File: config.mk
export PLATFORM = sky130hd
export DESIGN_NAME = stch_time_code_unit
export DESIGN_NICKNAME = d
export VERILOG_FILES = /design/src/hdl/stch_time_code_unit.v
export VERILOG_INCLUDE_DIRS = /design/src /design/src/hdl
export SDC_FILE = /design/constraint.sdc
export NUM_CORES = 1
export LEC_CHECK = 0
export BUFFER_PORTS_ARGS = -buffer_cell sky130_fd_sc_hd__buf_4
export CORE_UTILIZATION = 52
export DETAILED_ROUTE_END_ITERATION = 6
export HOLD_SLACK_MARGIN = 0.05
export PLACE_DENSITY_LB_ADDON = 0.1
export REMOVE_ABC_BUFFERS = 1
export SLEW_MARGIN = 5
export SYNTH_ARGS = -nofsm -noshare
export SYNTH_HDL_FRONTEND = slang
export SYNTH_SLANG_ARGS = --single-unit
File: constraint.sdc
create_clock -name clock_i -period 2.3 [get_ports clock_i]
set_input_delay 0.345 -clock clock_i [delete_from_list [all_inputs] [get_ports clock_i]]
set_output_delay 0.345 -clock clock_i [all_outputs]
set_load 0.01 [all_outputs]
File: src/hdl/stch_defines.vh
// constants for the time code unit: register offsets, fields, responses
`ifndef STCH_DEFINES_VH
`define STCH_DEFINES_VH
// register byte offsets
`define STCH_OFF_LAST 12'h000
`define STCH_OFF_LISTEN 12'h004
`define STCH_OFF_SEND 12'h008
`define STCH_OFF_CFG 12'h00C
`define STCH_OFF_RESTART 12'h010
`define STCH_OFF_WD 12'h014
`define STCH_OFF_MATCH 12'h018
`define STCH_OFF_PI_RM 12'h01C
`define STCH_OFF_PI_RCM 12'h020
`define STCH_OFF_PI_R 12'h024
`define STCH_OFF_PI_RCS 12'h028
`define STCH_OFF_IM 12'h02C
`define STCH_OFF_PI_C 12'h030
`define STCH_OFF_IM_S 12'h034
`define STCH_OFF_IM_C 12'h038
// last code register fields
`define STCH_LAST_SEND_BIT 8
// restart register fields
`define STCH_RST_SRC_LSB 8
`define STCH_RST_ONE_BIT 12
// watchdog register fields: early in 15:0, late in 31:16
`define STCH_WD_LATE_LSB 16
// match register fields: value 5:0, mask 13:8
`define STCH_MATCH_MASK_LSB 8
// interrupt bits
`define STCH_IRQ_EARLY 0
`define STCH_IRQ_LATE 1
`define STCH_IRQ_CODE 2
`define STCH_IRQ_SYNC 3
`define STCH_IRQ_MATCH 4
`define STCH_IRQ_W 5
// event source codes (0 = none)
`define STCH_SRC_NONE 2'h0
`define STCH_SRC_CAL0 2'h1
`define STCH_SRC_CAL1 2'h2
`define STCH_SRC_EXTRA 2'h3
// restart delay in link logic clock cycles, inside 2..3
`define STCH_RESTART_DLY 2'h2
// axi responses
`define STCH_RESP_OKAY 2'h0
`define STCH_RESP_SLVERR 2'h2
`endif

File: src/hdl/stch_time_code_unit.v
// time code unit: time code counter, sender, listener, watchdogs, irqs
// How it works
// - six-bit code counts 0..63 and wraps
// - arriving code valid when last plus one
// - every arriving code overwrites the last value
// - listen and master sources work together
// - send or listen on any link subset
// - bit 0 is link 1, bit 1 link 2
// - sync event with code to packet units
// - master select picks calendar event output
// - master event increments then sends on links
// - manual send bit sends one incremented code
// - restart copies value two cycles after event
// - restart sources add one extra calendar input
// - single restart acts on first event only
// - accepted codes repeated on send links
// - valid code before early limit flags early
// - no valid code by late limit flags late
// - only valid codes restart both watchdogs
// - every valid code sets valid-code flag
// - masked bits equal gives code-match flag
// - sync event also flagged as interrupt
// - pending and mask seen at several aliases
// - plain read alias, read-and-clear alias
// - read-clear alias also sets on write
// - clear-only alias clears written ones
// - mask rw, set-only and clear-only aliases
//
// The AXI4-Lite register port and the register addresses are this design's own decisions.
`include "stch_defines.vh"
module stch_time_code_unit (
   // clock and reset
   input wire clock_i,
   input wire rst_n_i,
   // axi4-lite write address
   input wire awvalid_i,
   output wire awready_o,
   input wire [11:0] awaddr_i,
   input wire [2:0] awprot_i,
   // axi4-lite write data
   input wire wvalid_i,
   output wire wready_o,
   input wire [31:0] wdata_i,
   input wire [3:0] wstrb_i,
   // axi4-lite write response
   output reg bvalid_o,
   input wire bready_i,
   output reg [1:0] bresp_o,
   // axi4-lite read address
   input wire arvalid_i,
   output wire arready_o,
   input wire [11:0] araddr_i,
   input wire [2:0] arprot_i,
   // axi4-lite read data
   input wire rready_i,
   output reg rvalid_o,
   output reg [31:0] rdata_o,
   output reg [1:0] rresp_o,
   // calendar events, one-cycle pulses
   input wire [1:0] cal_event_i,
   input wire cal_extra_i,
   // link receive side: code strobes per link
   input wire [1:0] link_rx_valid_i,
   input wire [5:0] link1_rx_code_i,
   input wire [5:0] link2_rx_code_i,
   // link send side
   output reg [1:0] link_tx_valid_o,
   output reg [5:0] link_tx_code_o,
   // sync event to packet transmitters and receivers
   output reg sync_event_o,
   output reg [5:0] sync_code_o,
   // interrupt
   output wire irq_o
);

   // --- registers ---
   reg [5:0] last_code_value_q; // current time code
   reg [1:0] listen_link_select_q; // bit 0 link 1
   reg [1:0] send_link_select_q; // bit 0 link 1
   reg [1:0] master_event_select_q; // source code
   reg [5:0] restart_value_q; // value loaded on restart
   reg [1:0] restart_src_q; // restart source code
   reg single_restart_q; // restart only once
   reg restart_done_q; // single restart already used
   reg [15:0] early_limit_q; // cycles before which code is early
   reg [15:0] late_limit_q; // cycles by which code must come
   reg [5:0] match_value_q;
   reg [5:0] match_mask_q;
   reg [`STCH_IRQ_W-1:0] pend_q; // pending interrupt bits
   reg [`STCH_IRQ_W-1:0] mask_q; // interrupt mask bits
   reg [15:0] wd_cnt_q; // cycles since last valid code
   reg late_armed_q; // late flag given once per window
   reg [1:0] rst_dly_q; // restart delay count, 0 = idle
   reg manual_q; // manual send requested

   // bus handshake state
   reg aw_have_q;
   reg [11:0] aw_addr_q;
   reg w_have_q;
   reg [31:0] w_data_q;
   reg [3:0] w_strb_q;

   // select one event source by code
   function src_hit;
      input [1:0] sel;
      input [1:0] cal;
      input extra;
      begin
         case (sel)
            `STCH_SRC_CAL0: src_hit = cal[0];
            `STCH_SRC_CAL1: src_hit = cal[1];
            `STCH_SRC_EXTRA: src_hit = extra;
            default: src_hit = 1'b0;
         endcase
      end
   endfunction

   // apply byte strobes to a word
   function [31:0] merge;
      input [31:0] old;
      input [31:0] nw;
      input [3:0] strb;
      integer k;
      begin
         merge = old;
         for (k = 0; k < 4; k = k + 1) begin
            if (strb[k]) begin
               merge[k*8 +: 8] = nw[k*8 +: 8];
            end
         end
      end
   endfunction

   // --- bus handshakes: address and data taken in any order ---
   wire wr_go = aw_have_q && w_have_q && !bvalid_o;
   assign awready_o = !aw_have_q;
   assign wready_o = !w_have_q;
   // one read at a time: refuse new address while answer stands
   assign arready_o = !rvalid_o;
   wire rd_go = arvalid_i && arready_o;

   // read side effects decoded once
   wire rd_clr = rd_go && (araddr_i == `STCH_OFF_PI_RCM ||
      araddr_i == `STCH_OFF_PI_RCS);

   // write data with strobes applied to zero, for set/clear aliases
   wire [31:0] wbits = merge(32'h0, w_data_q, w_strb_q);

   // --- receive path: first enabled link wins a tie ---
   wire [1:0] rx_hit = link_rx_valid_i & listen_link_select_q;
   wire rx_any = |rx_hit;
   wire [5:0] rx_code = rx_hit[0] ? link1_rx_code_i : link2_rx_code_i;
   wire [5:0] next_code = last_code_value_q + 6'h1;
   wire rx_valid = rx_any && (rx_code == next_code);

   // master trigger: calendar event or manual request
   wire mst_ev = src_hit(master_event_select_q, cal_event_i,
      1'b0);
   wire mst_go = mst_ev || manual_q;
   // restart trigger adds the extra calendar input
   wire rst_ev = src_hit(restart_src_q, cal_event_i, cal_extra_i) &&
      !(single_restart_q && restart_done_q);

   // a code emitted or accepted this cycle
   wire code_new = mst_go || rx_valid;
   wire [5:0] code_out = next_code;
   wire is_match = ((code_out ^ match_value_q) & match_mask_q) == 6'h0;

   // interrupt events this cycle
   reg [`STCH_IRQ_W-1:0] ev;
   always @* begin
      ev = {`STCH_IRQ_W{1'b0}};
      ev[`STCH_IRQ_EARLY] = rx_valid && !mst_go &&
         (wd_cnt_q < early_limit_q);
      ev[`STCH_IRQ_LATE] = late_armed_q && !code_new &&
         (wd_cnt_q >= late_limit_q);
      ev[`STCH_IRQ_CODE] = code_new;
      ev[`STCH_IRQ_SYNC] = code_new;
      ev[`STCH_IRQ_MATCH] = code_new && is_match;
   end

   assign irq_o = |(pend_q & mask_q);

   // --- bus write channel state ---
   always @(posedge clock_i or negedge rst_n_i) begin
      if (!rst_n_i) begin
         aw_have_q <= 1'b0;
         aw_addr_q <= 12'h000;
         w_have_q <= 1'b0;
         w_data_q <= 32'h00000000;
         w_strb_q <= 4'h0;
         bvalid_o <= 1'b0;
         bresp_o <= `STCH_RESP_OKAY;
      end else begin
         if (awvalid_i && awready_o) begin
            aw_have_q <= 1'b1;
            aw_addr_q <= awaddr_i;
         end
         if (wvalid_i && wready_o) begin
            w_have_q <= 1'b1;
            w_data_q <= wdata_i;
            w_strb_q <= wstrb_i;
         end
         if (wr_go) begin
            // both halves held: perform write, answer next cycle
            aw_have_q <= 1'b0;
            w_have_q <= 1'b0;
            bvalid_o <= 1'b1;
            bresp_o <= (aw_addr_q[1:0] != 2'h0 ||
               aw_addr_q > `STCH_OFF_IM_C) ?
               `STCH_RESP_SLVERR : `STCH_RESP_OKAY;
         end else if (bvalid_o && bready_i) begin
            bvalid_o <= 1'b0;
         end
      end
   end

   // --- bus read channel: plain reads and alias side effects ---
   always @(posedge clock_i or negedge rst_n_i) begin
      if (!rst_n_i) begin
         rvalid_o <= 1'b0;
         rdata_o <= 32'h00000000;
         rresp_o <= `STCH_RESP_OKAY;
      end else if (rd_go) begin
         rvalid_o <= 1'b1;
         rresp_o <= `STCH_RESP_OKAY;
         rdata_o <= 32'h00000000;
         if (araddr_i == `STCH_OFF_LAST) begin
            rdata_o <= {26'h0, last_code_value_q};
         end else if (araddr_i == `STCH_OFF_LISTEN) begin
            rdata_o <= {30'h0, listen_link_select_q};
         end else if (araddr_i == `STCH_OFF_SEND) begin
            rdata_o <= {30'h0, send_link_select_q};
         end else if (araddr_i == `STCH_OFF_CFG) begin
            rdata_o <= {30'h0, master_event_select_q};
         end else if (araddr_i == `STCH_OFF_RESTART) begin
            rdata_o <= {19'h0, single_restart_q, 2'h0, restart_src_q,
               2'h0, restart_value_q};
         end else if (araddr_i == `STCH_OFF_WD) begin
            rdata_o <= {late_limit_q, early_limit_q};
         end else if (araddr_i == `STCH_OFF_MATCH) begin
            rdata_o <= {18'h0, match_mask_q, 2'h0, match_value_q};
         end else if (araddr_i == `STCH_OFF_PI_RM ||
            araddr_i == `STCH_OFF_PI_RCM ||
            araddr_i == `STCH_OFF_PI_R ||
            araddr_i == `STCH_OFF_PI_RCS) begin
            rdata_o <= {27'h0, pend_q};
         end else if (araddr_i == `STCH_OFF_IM) begin
            rdata_o <= {27'h0, mask_q};
         end else if (araddr_i == `STCH_OFF_PI_C ||
            araddr_i == `STCH_OFF_IM_S ||
            araddr_i == `STCH_OFF_IM_C) begin
            rdata_o <= 32'h00000000; // write-only aliases read zero
         end else begin
            rresp_o <= `STCH_RESP_SLVERR; // unmapped
         end
      end else if (rvalid_o && rready_i) begin
         rvalid_o <= 1'b0;
      end
   end

   // --- configuration registers written by software ---
   always @(posedge clock_i or negedge rst_n_i) begin
      if (!rst_n_i) begin
         listen_link_select_q <= 2'h0;
         send_link_select_q <= 2'h0;
         master_event_select_q <= `STCH_SRC_NONE;
         restart_value_q <= 6'h00;
         restart_src_q <= `STCH_SRC_NONE;
         single_restart_q <= 1'b0;
         early_limit_q <= 16'h0000;
         late_limit_q <= 16'hFFFF;
         match_value_q <= 6'h00;
         match_mask_q <= 6'h00;
         mask_q <= {`STCH_IRQ_W{1'b0}};
      end else if (wr_go) begin
         if (aw_addr_q == `STCH_OFF_LISTEN) begin
            listen_link_select_q <= w_data_q[1:0];
         end else if (aw_addr_q == `STCH_OFF_SEND) begin
            send_link_select_q <= w_data_q[1:0];
         end else if (aw_addr_q == `STCH_OFF_CFG) begin
            master_event_select_q <= w_data_q[1:0];
         end else if (aw_addr_q == `STCH_OFF_RESTART) begin
            restart_value_q <= w_data_q[5:0];
            restart_src_q <= w_data_q[`STCH_RST_SRC_LSB +: 2];
            single_restart_q <= w_data_q[`STCH_RST_ONE_BIT];
         end else if (aw_addr_q == `STCH_OFF_WD) begin
            {late_limit_q, early_limit_q} <=
               merge({late_limit_q, early_limit_q}, w_data_q, w_strb_q);
         end else if (aw_addr_q == `STCH_OFF_MATCH) begin
            match_value_q <= w_data_q[5:0];
            match_mask_q <= w_data_q[`STCH_MATCH_MASK_LSB +: 6];
         end else if (aw_addr_q == `STCH_OFF_IM) begin
            mask_q <= wbits[`STCH_IRQ_W-1:0];
         end else if (aw_addr_q == `STCH_OFF_IM_S) begin
            mask_q <= mask_q | wbits[`STCH_IRQ_W-1:0];
         end else if (aw_addr_q == `STCH_OFF_IM_C) begin
            mask_q <= mask_q & ~wbits[`STCH_IRQ_W-1:0];
         end
      end
   end

   // --- pending bits: hardware set wins over any clear ---
   always @(posedge clock_i or negedge rst_n_i) begin
      if (!rst_n_i) begin
         pend_q <= {`STCH_IRQ_W{1'b0}};
      end else begin
         if (rd_clr) begin
            pend_q <= ev;
         end else if (wr_go && aw_addr_q == `STCH_OFF_PI_RCS) begin
            pend_q <= pend_q | ev | wbits[`STCH_IRQ_W-1:0];
         end else if (wr_go && aw_addr_q == `STCH_OFF_PI_C) begin
            pend_q <= (pend_q & ~wbits[`STCH_IRQ_W-1:0]) | ev;
         end else begin
            pend_q <= pend_q | ev;
         end
      end
   end

   // --- time code core: counter, restart, manual send, watchdog ---
   // restart copy is delayed so a master event on the same source
   // increments and sends first, then the restart value lands
   always @(posedge clock_i or negedge rst_n_i) begin
      if (!rst_n_i) begin
         last_code_value_q <= 6'h00;
         manual_q <= 1'b0;
         rst_dly_q <= 2'h0;
         restart_done_q <= 1'b0;
         wd_cnt_q <= 16'h0000;
         late_armed_q <= 1'b1;
      end else begin
         // a new restart setting re-arms the single restart
         if (wr_go && aw_addr_q == `STCH_OFF_RESTART) begin
            restart_done_q <= 1'b0;
         end
         // restart delay chain
         if (rst_ev && rst_dly_q == 2'h0) begin
            rst_dly_q <= `STCH_RESTART_DLY;
            restart_done_q <= 1'b1;
         end else if (rst_dly_q != 2'h0) begin
            rst_dly_q <= rst_dly_q - 2'h1;
         end
         // manual request is consumed by the send it causes
         if (manual_q) begin
            manual_q <= 1'b0;
         end
         // software writes to the last code register
         if (wr_go && aw_addr_q == `STCH_OFF_LAST) begin
            if (w_data_q[`STCH_LAST_SEND_BIT]) begin
               manual_q <= 1'b1;
            end
         end
         if (rst_dly_q == 2'h1) begin
            last_code_value_q <= restart_value_q;
         end else if (mst_go) begin
            last_code_value_q <= next_code;
         end else if (rx_any) begin
            last_code_value_q <= rx_code;
         end else if (wr_go && aw_addr_q == `STCH_OFF_LAST) begin
            last_code_value_q <= w_data_q[5:0];
         end
         // watchdog counts from the last valid code
         if (code_new) begin
            wd_cnt_q <= 16'h0000;
            late_armed_q <= 1'b1;
         end else begin
            if (wd_cnt_q != 16'hFFFF) begin
               wd_cnt_q <= wd_cnt_q + 16'h0001;
            end
            if (ev[`STCH_IRQ_LATE]) begin
               late_armed_q <= 1'b0; // one late flag per gap
            end
         end
      end
   end

   // --- outgoing codes and sync event ---
   always @(posedge clock_i or negedge rst_n_i) begin
      if (!rst_n_i) begin
         link_tx_valid_o <= 2'h0;
         link_tx_code_o <= 6'h00;
         sync_event_o <= 1'b0;
         sync_code_o <= 6'h00;
      end else begin
         link_tx_valid_o <= code_new ? send_link_select_q :
            2'h0;
         sync_event_o <= code_new;
         if (code_new) begin
            link_tx_code_o <= code_out;
            sync_code_o <= code_out;
         end
      end
   end

endmodule

After elaboration in Yosys (flattened, before gate mapping)
Cells that the tools add are included.

RAM bits: 0. Register bits: 193. ROM bits: 0. Output and inout port bits: 57. Logic and storage cells: 207. Input bits: 90. Latch bits: 0. Memories kept: 0.

Order comparisons: 3. Shift-type cells: 0. Bitwise logic cells: 17. Divide/modulo/power cells: 0. Multiply operators: 0. Reduce and logical (&&, ||, !) cells: 65. $add $sub $neg: 3. Muxes and demuxes: 53. Equal/unequal tests: 33.

Operator list (count): 2-to-1 mux 32 bit (6); equality test 12 x 6 -> 1 bit, second input constant (12); equality test 12 x 5 -> 1 bit, second input constant (7); equality test 12 x 4 -> 1 bit, second input constant (4); 2-to-1 mux 5 bit (9); AND reduction 7 bit (5); 2-to-1 mux 16 bit (2); 2-to-1 mux 6 bit (5); 2-to-1 mux 2 bit (14); equality test 12 x 3 -> 1 bit, second input constant (2); logical NOT 12 bit (2); logical AND 1 bit (21); OR 5 bit (4); nonzero test 2 bit (10); adder 16 x 1 -> 16 bit, second input constant (1); >= comparator 16 bit (1); < comparator 16 bit (1); inequality test 16 bit, second input constant (1); bitwise AND 5 bit (3); 2-to-1 mux 1 bit (14); 2-to-1 mux 14 bit (1); > comparator 12 x 6 -> 1 bit, second input constant (1); logical OR 1 bit (9); AND reduction 8 bit (1); other kinds (23) (38).

Logic depth before layout (Yosys ltp)
Depth after elaboration: 13. Depth in mapped cells: 9. Depth with buffers taken out: 8.

Worst setup path after synthesis
OpenSTA, ideal clock, no wires.

Path type: reg2reg. Start point: register last_code_value_q[1]. End point: register sync_code_o[0]. Clock period less this slack: 2.294 ns. Path buffers: 0. Path slack: 0.006 ns. Required time: 2.172 ns. Library setup time: 0.128 ns. Data arrival time: 2.167 ns. Stages on the path, launching flop included: 8. Cell sequence: dfrtp_1 ha_1 xor2_2 and3_1 nor4b_1 nand4_1 o21ai_4 mux2_1.

Cells in the longest elaborated chain, start to end: 4.

Ends and longest elaborated chain: from (decl) (line stch_time_code_unit.v:77) `reg [5:0] last_code_value_q;`; from (signal assigned) (line stch_time_code_unit.v:354) `last_code_value_q <= restart_value_q;`; from (signal assigned) (line stch_time_code_unit.v:356) `last_code_value_q <= next_code;`; from (signal assigned) (line stch_time_code_unit.v:358) `last_code_value_q <= rx_code;`; adder 6 x 1 -> 6 bit (line stch_time_code_unit.v:153) `wire [5:0] next_code = last_code_value_q + 6'h1;`; equality test 6 bit (line stch_time_code_unit.v:154) `wire rx_valid = rx_any && (rx_code == next_code);`; logical AND 1 bit (line stch_time_code_unit.v:154); logical OR 1 bit (line stch_time_code_unit.v:165) `wire code_new = mst_go || rx_valid;`; to (signal assigned) (line stch_time_code_unit.v:390) `sync_code_o <= code_out;`; to (decl) (line stch_time_code_unit.v:71) `output reg [5:0] sync_code_o,`.

No other way between the ends. A chain may end at the register's enable or synchronous reset.

Worst setup path after layout
Start point: register last_code_value_q[0]. End point: register sync_code_o[1].

Cells in the longest elaborated chain, start to end: 4.

Ends and longest elaborated chain (line): adder 6 x 1 -> 6 bit (*) (stch_time_code_unit.v:153); equality test 6 bit (stch_time_code_unit.v:154); logical AND 1 bit (stch_time_code_unit.v:154); logical OR 1 bit (stch_time_code_unit.v:165).

Every way passes the cells marked *; elsewhere a longest branch is shown, timed or not.

==> impl_metrics.ini <==
[finish]
nets = 1251
final_core_util_pct = 68.8
fin_cells = 1366
area_growth_pct = 27.6
drive_above_1_share_pct = 33.6
antenna_cells = 0
fillers = 1420

[worst_setup_path]
crit_path_max_fanout = 7
cp-start-kind = flop
crit_type = reg -> reg
worstPathCellList = ha_4 -> xor2_4 -> and3_4 -> nor4b_4 -> nand4_1 -> o21ai_4 -> buf_12 -> mux2_4
cp_slowest_stage_delay_ps = 430
end_kind = flop
worstPathRequired_ps = 2620
crit_slowest_cell = dfrtp_1
arrival_ps = 2630

[logic_synthesis]
synth_commonest_cells = dfrtp_1, nand2_1, mux2_1
synth_top_area_cell = dfrtp_1
syn_area_um2 = 9840
ys_ff_latch = 191
netlist_instances = 923
ys.flop_type = dfrtp_1
syn_area_per_cell_um2 = 10.7
synth-edff-count = 0
ys_types = 70
synth_area_leaders = dfrtp_1, mux2_1, mux2_2, ha_1, dfstp_2
synth_seq_area_share_pct = 48.8
synth_top_area_share_pct = 44.2
synthArstFlopShare_pct = 100
yosysWarnings = 0
yosysMostFrequentCell = dfrtp_1

[sta]
worst_pin_slew_ps = 654
finClkSkew_ps = 6.42
clock.fmax_mhz = 433
final.setup.tns_ps = -43.7
holdWs_ps = 90.8
min_period_over_period_pct = 101
hold_violations = 0
slew_viol_final = 0
rsz0062_at_grt = yes
min_period_ps = 2310
fin_ws_ps = -11.8
setup_viol = 5
max-slew-margin-rel_pct = 56.3

[clock_network]
clockBufferDepth = 2
clk_latency_ps = 430
cts_tree = done
cts_buffers = 17
cts-root-buf = clkbuf_16
clock_sinks = 191
cts_max_level = 4
clk_pin_slew_ps = 70

[pwr]
powerDensity_nw_per_um2 = 915
p_leak_nw = 5.89
vdd_ir_drop_max_mv = 0.576

[global_routing]
overflow = 0
grt_pass1_vias = 7726
grt_usage_pct = 26.9
antenna_found_initial = 0
grt_max_degree = 60
grt_pass1_wl_um = 40700

[placed_design]
post-dp-hpwl_um = 18400
gp_congestion = 0.892
place_inst = 1326
io_buffers = 138

[floorplanning]
chipHeight_um = 140
rows = 49
start_util_pct = 53.9
dieWidth_um = 140
top_level_ports = 147
core_um2 = 18300
dieArea_um2 = 19500

[detailed_routing]
vias_per_cell = 5.68
drc = 0
routed_wl_um = 25400
num_vias = 7757
first_pass_iters = 5
drtAntennaViolNets = 0
drtIter0Drc = 437
wl_per_cell_um = 18.6

[worst_hold_path]
hold_path_class = in -> reg

[status]
violations = negative setup slack
status = complete, but fails checks

[job]
drv_cap = 0
[registers in the layout, indices dropped and copies added, names as in the netlist, 4 cells and up, named ones only]
name / count
w_strb_q: 4
rdata_o: 32
last_code_value_q: 6
sync_code_o: 6
late_limit_q: 16
w_data_q: 32
early_limit_q: 16
aw_addr_q: 12
pend_q: 5
match_mask_q: 6
wd_cnt_q: 16
restart_value_q: 6
match_value_q: 6
[through the flow]
step / power (W) / cell area, µm² / setup slack, ps
after global routing: 0.0122 / 12600 / -101
final: 0.0115 / 12600 / -11.8
after CTS: 0.0113 / 12300 / 3.83
after detailed placement: 0.00832 / 11600 / -258
after floorplan: 0.00680 / 9610 / -815
after global placement: 0.00821 / 11600 / -212
[worst paths after layout]
check | slack, ps | start | endpoint | cells past startpoint
setup / recovery | -10 | last_code_value_q[0] | sync_code_o[1] | 8
hold / removal | 90 | bready_i | bvalid_o | 2
setup reg to reg | -10 | last_code_value_q[0] | sync_code_o[1] | 8
hold reg to reg | 470 | rdata_o[24] | rdata_o[24] | 2
max in group asynchronous | 1120 | rst_n_i | late_limit_q[2] | 3
min in group asynchronous | 450 | rst_n_i | sync_code_o[1] | 2
[critical path, delay by kind of cell, from the launching register on]
kind,cells,cell delay (ps)
flip-flops,1,430
multiplexers,1,300
adder cells (fa/ha/maj),1,200
AO/OA/AOI/OAI,1,260
buffers and inverters,1,160
AND/OR/NAND/NOR,3,710
XOR/XNOR,1,160
[layout by cell type (no fill, tap or decap), types with 5 or more instances in the layout]
master and n:
nand2_2 6, nor4_1 5, clkbuf_8 5, nor2_1 56
dfstp_2 17, mux2_2 48, buf_4 215, o21ai_0 30
inv_1 57, nand2b_1 8, mux2i_1 12, o21ai_1 18
nor3_1 7, buf_12 7, and2_1 9, a21oi_1 31
xor2_1 14, clkbuf_16 18, ha_1 35, and3_1 12
a22o_1 6, o2bb2ai_1 11, mux2_4 16, mux2_1 44
nand3_1 40, o31ai_1 5, nand4_1 8, nor2b_1 7
nand2_1 80, xnor2_1 9, a211oi_1 8, a21o_1 10
dfrtp_1 174
[kinds of logic (layout without fill, tap and decap cells)]
| logic type | count (synthesis) | in the layout | synth area share, % |
|---|---|---|---|
| compound gates | 168 | 168 | 11.6 |
| xor+xnor | 26 | 26 | 2.54 |
| fa+ha+maj | 37 | 37 | 4.70 |
| buf+inv | 105 | 318 | 4.56 |
| flops | 191 | 191 | 48.8 |
| mux | 122 | 122 | 13.8 |
| other cells | 1 | 2 | 0.0381 |
| simple gates | 273 | 273 | 13.9 |
[routing by layer]
layer  global-route usage [%]  up-vias  wire length [µm]
li1                         -     3676                 -
met1                     39.8     3803             12300
met2                     40.9      242             11300
met3                     3.92       36              1330
met4                     8.27        0               401
met5                        0        -                 0
[layout make-up]
type | instances | area [µm²] | share of cell area [%]
multi-input combinational | 628 | 4830 | 38.5
inverter | 58 | 218 | 1.73
clock buffer | 22 | 484 | 3.85
timing repair buffer | 228 | 1840 | 14.6
tap | 229 | 287 | 2.28
sequential | 191 | 4800 | 38.2
clock inverter | 10 | 100 | 0.797
[where the power goes]
part	internal, W	switching [W]	total, W
logic	0.00186	0.00178	0.00364
registers	0.00408	0.000843	0.00492
clock network	0.00163	0.00130	0.00293
total	0.00757	0.00392	0.0115
[what timing repair did]
item | 4_1_cts | 5_1_grt
pin swaps | 9 | 11
cloned | 0 | 1
endpoints found under the hold margin | 45 | 0
buffers inserted | 2 | 5
gates resized for setup | 9 | 45
setup endpoints to repair | 30 | 65
hold buffers | 1 | 0
Power figures use the tool's default switching activity.
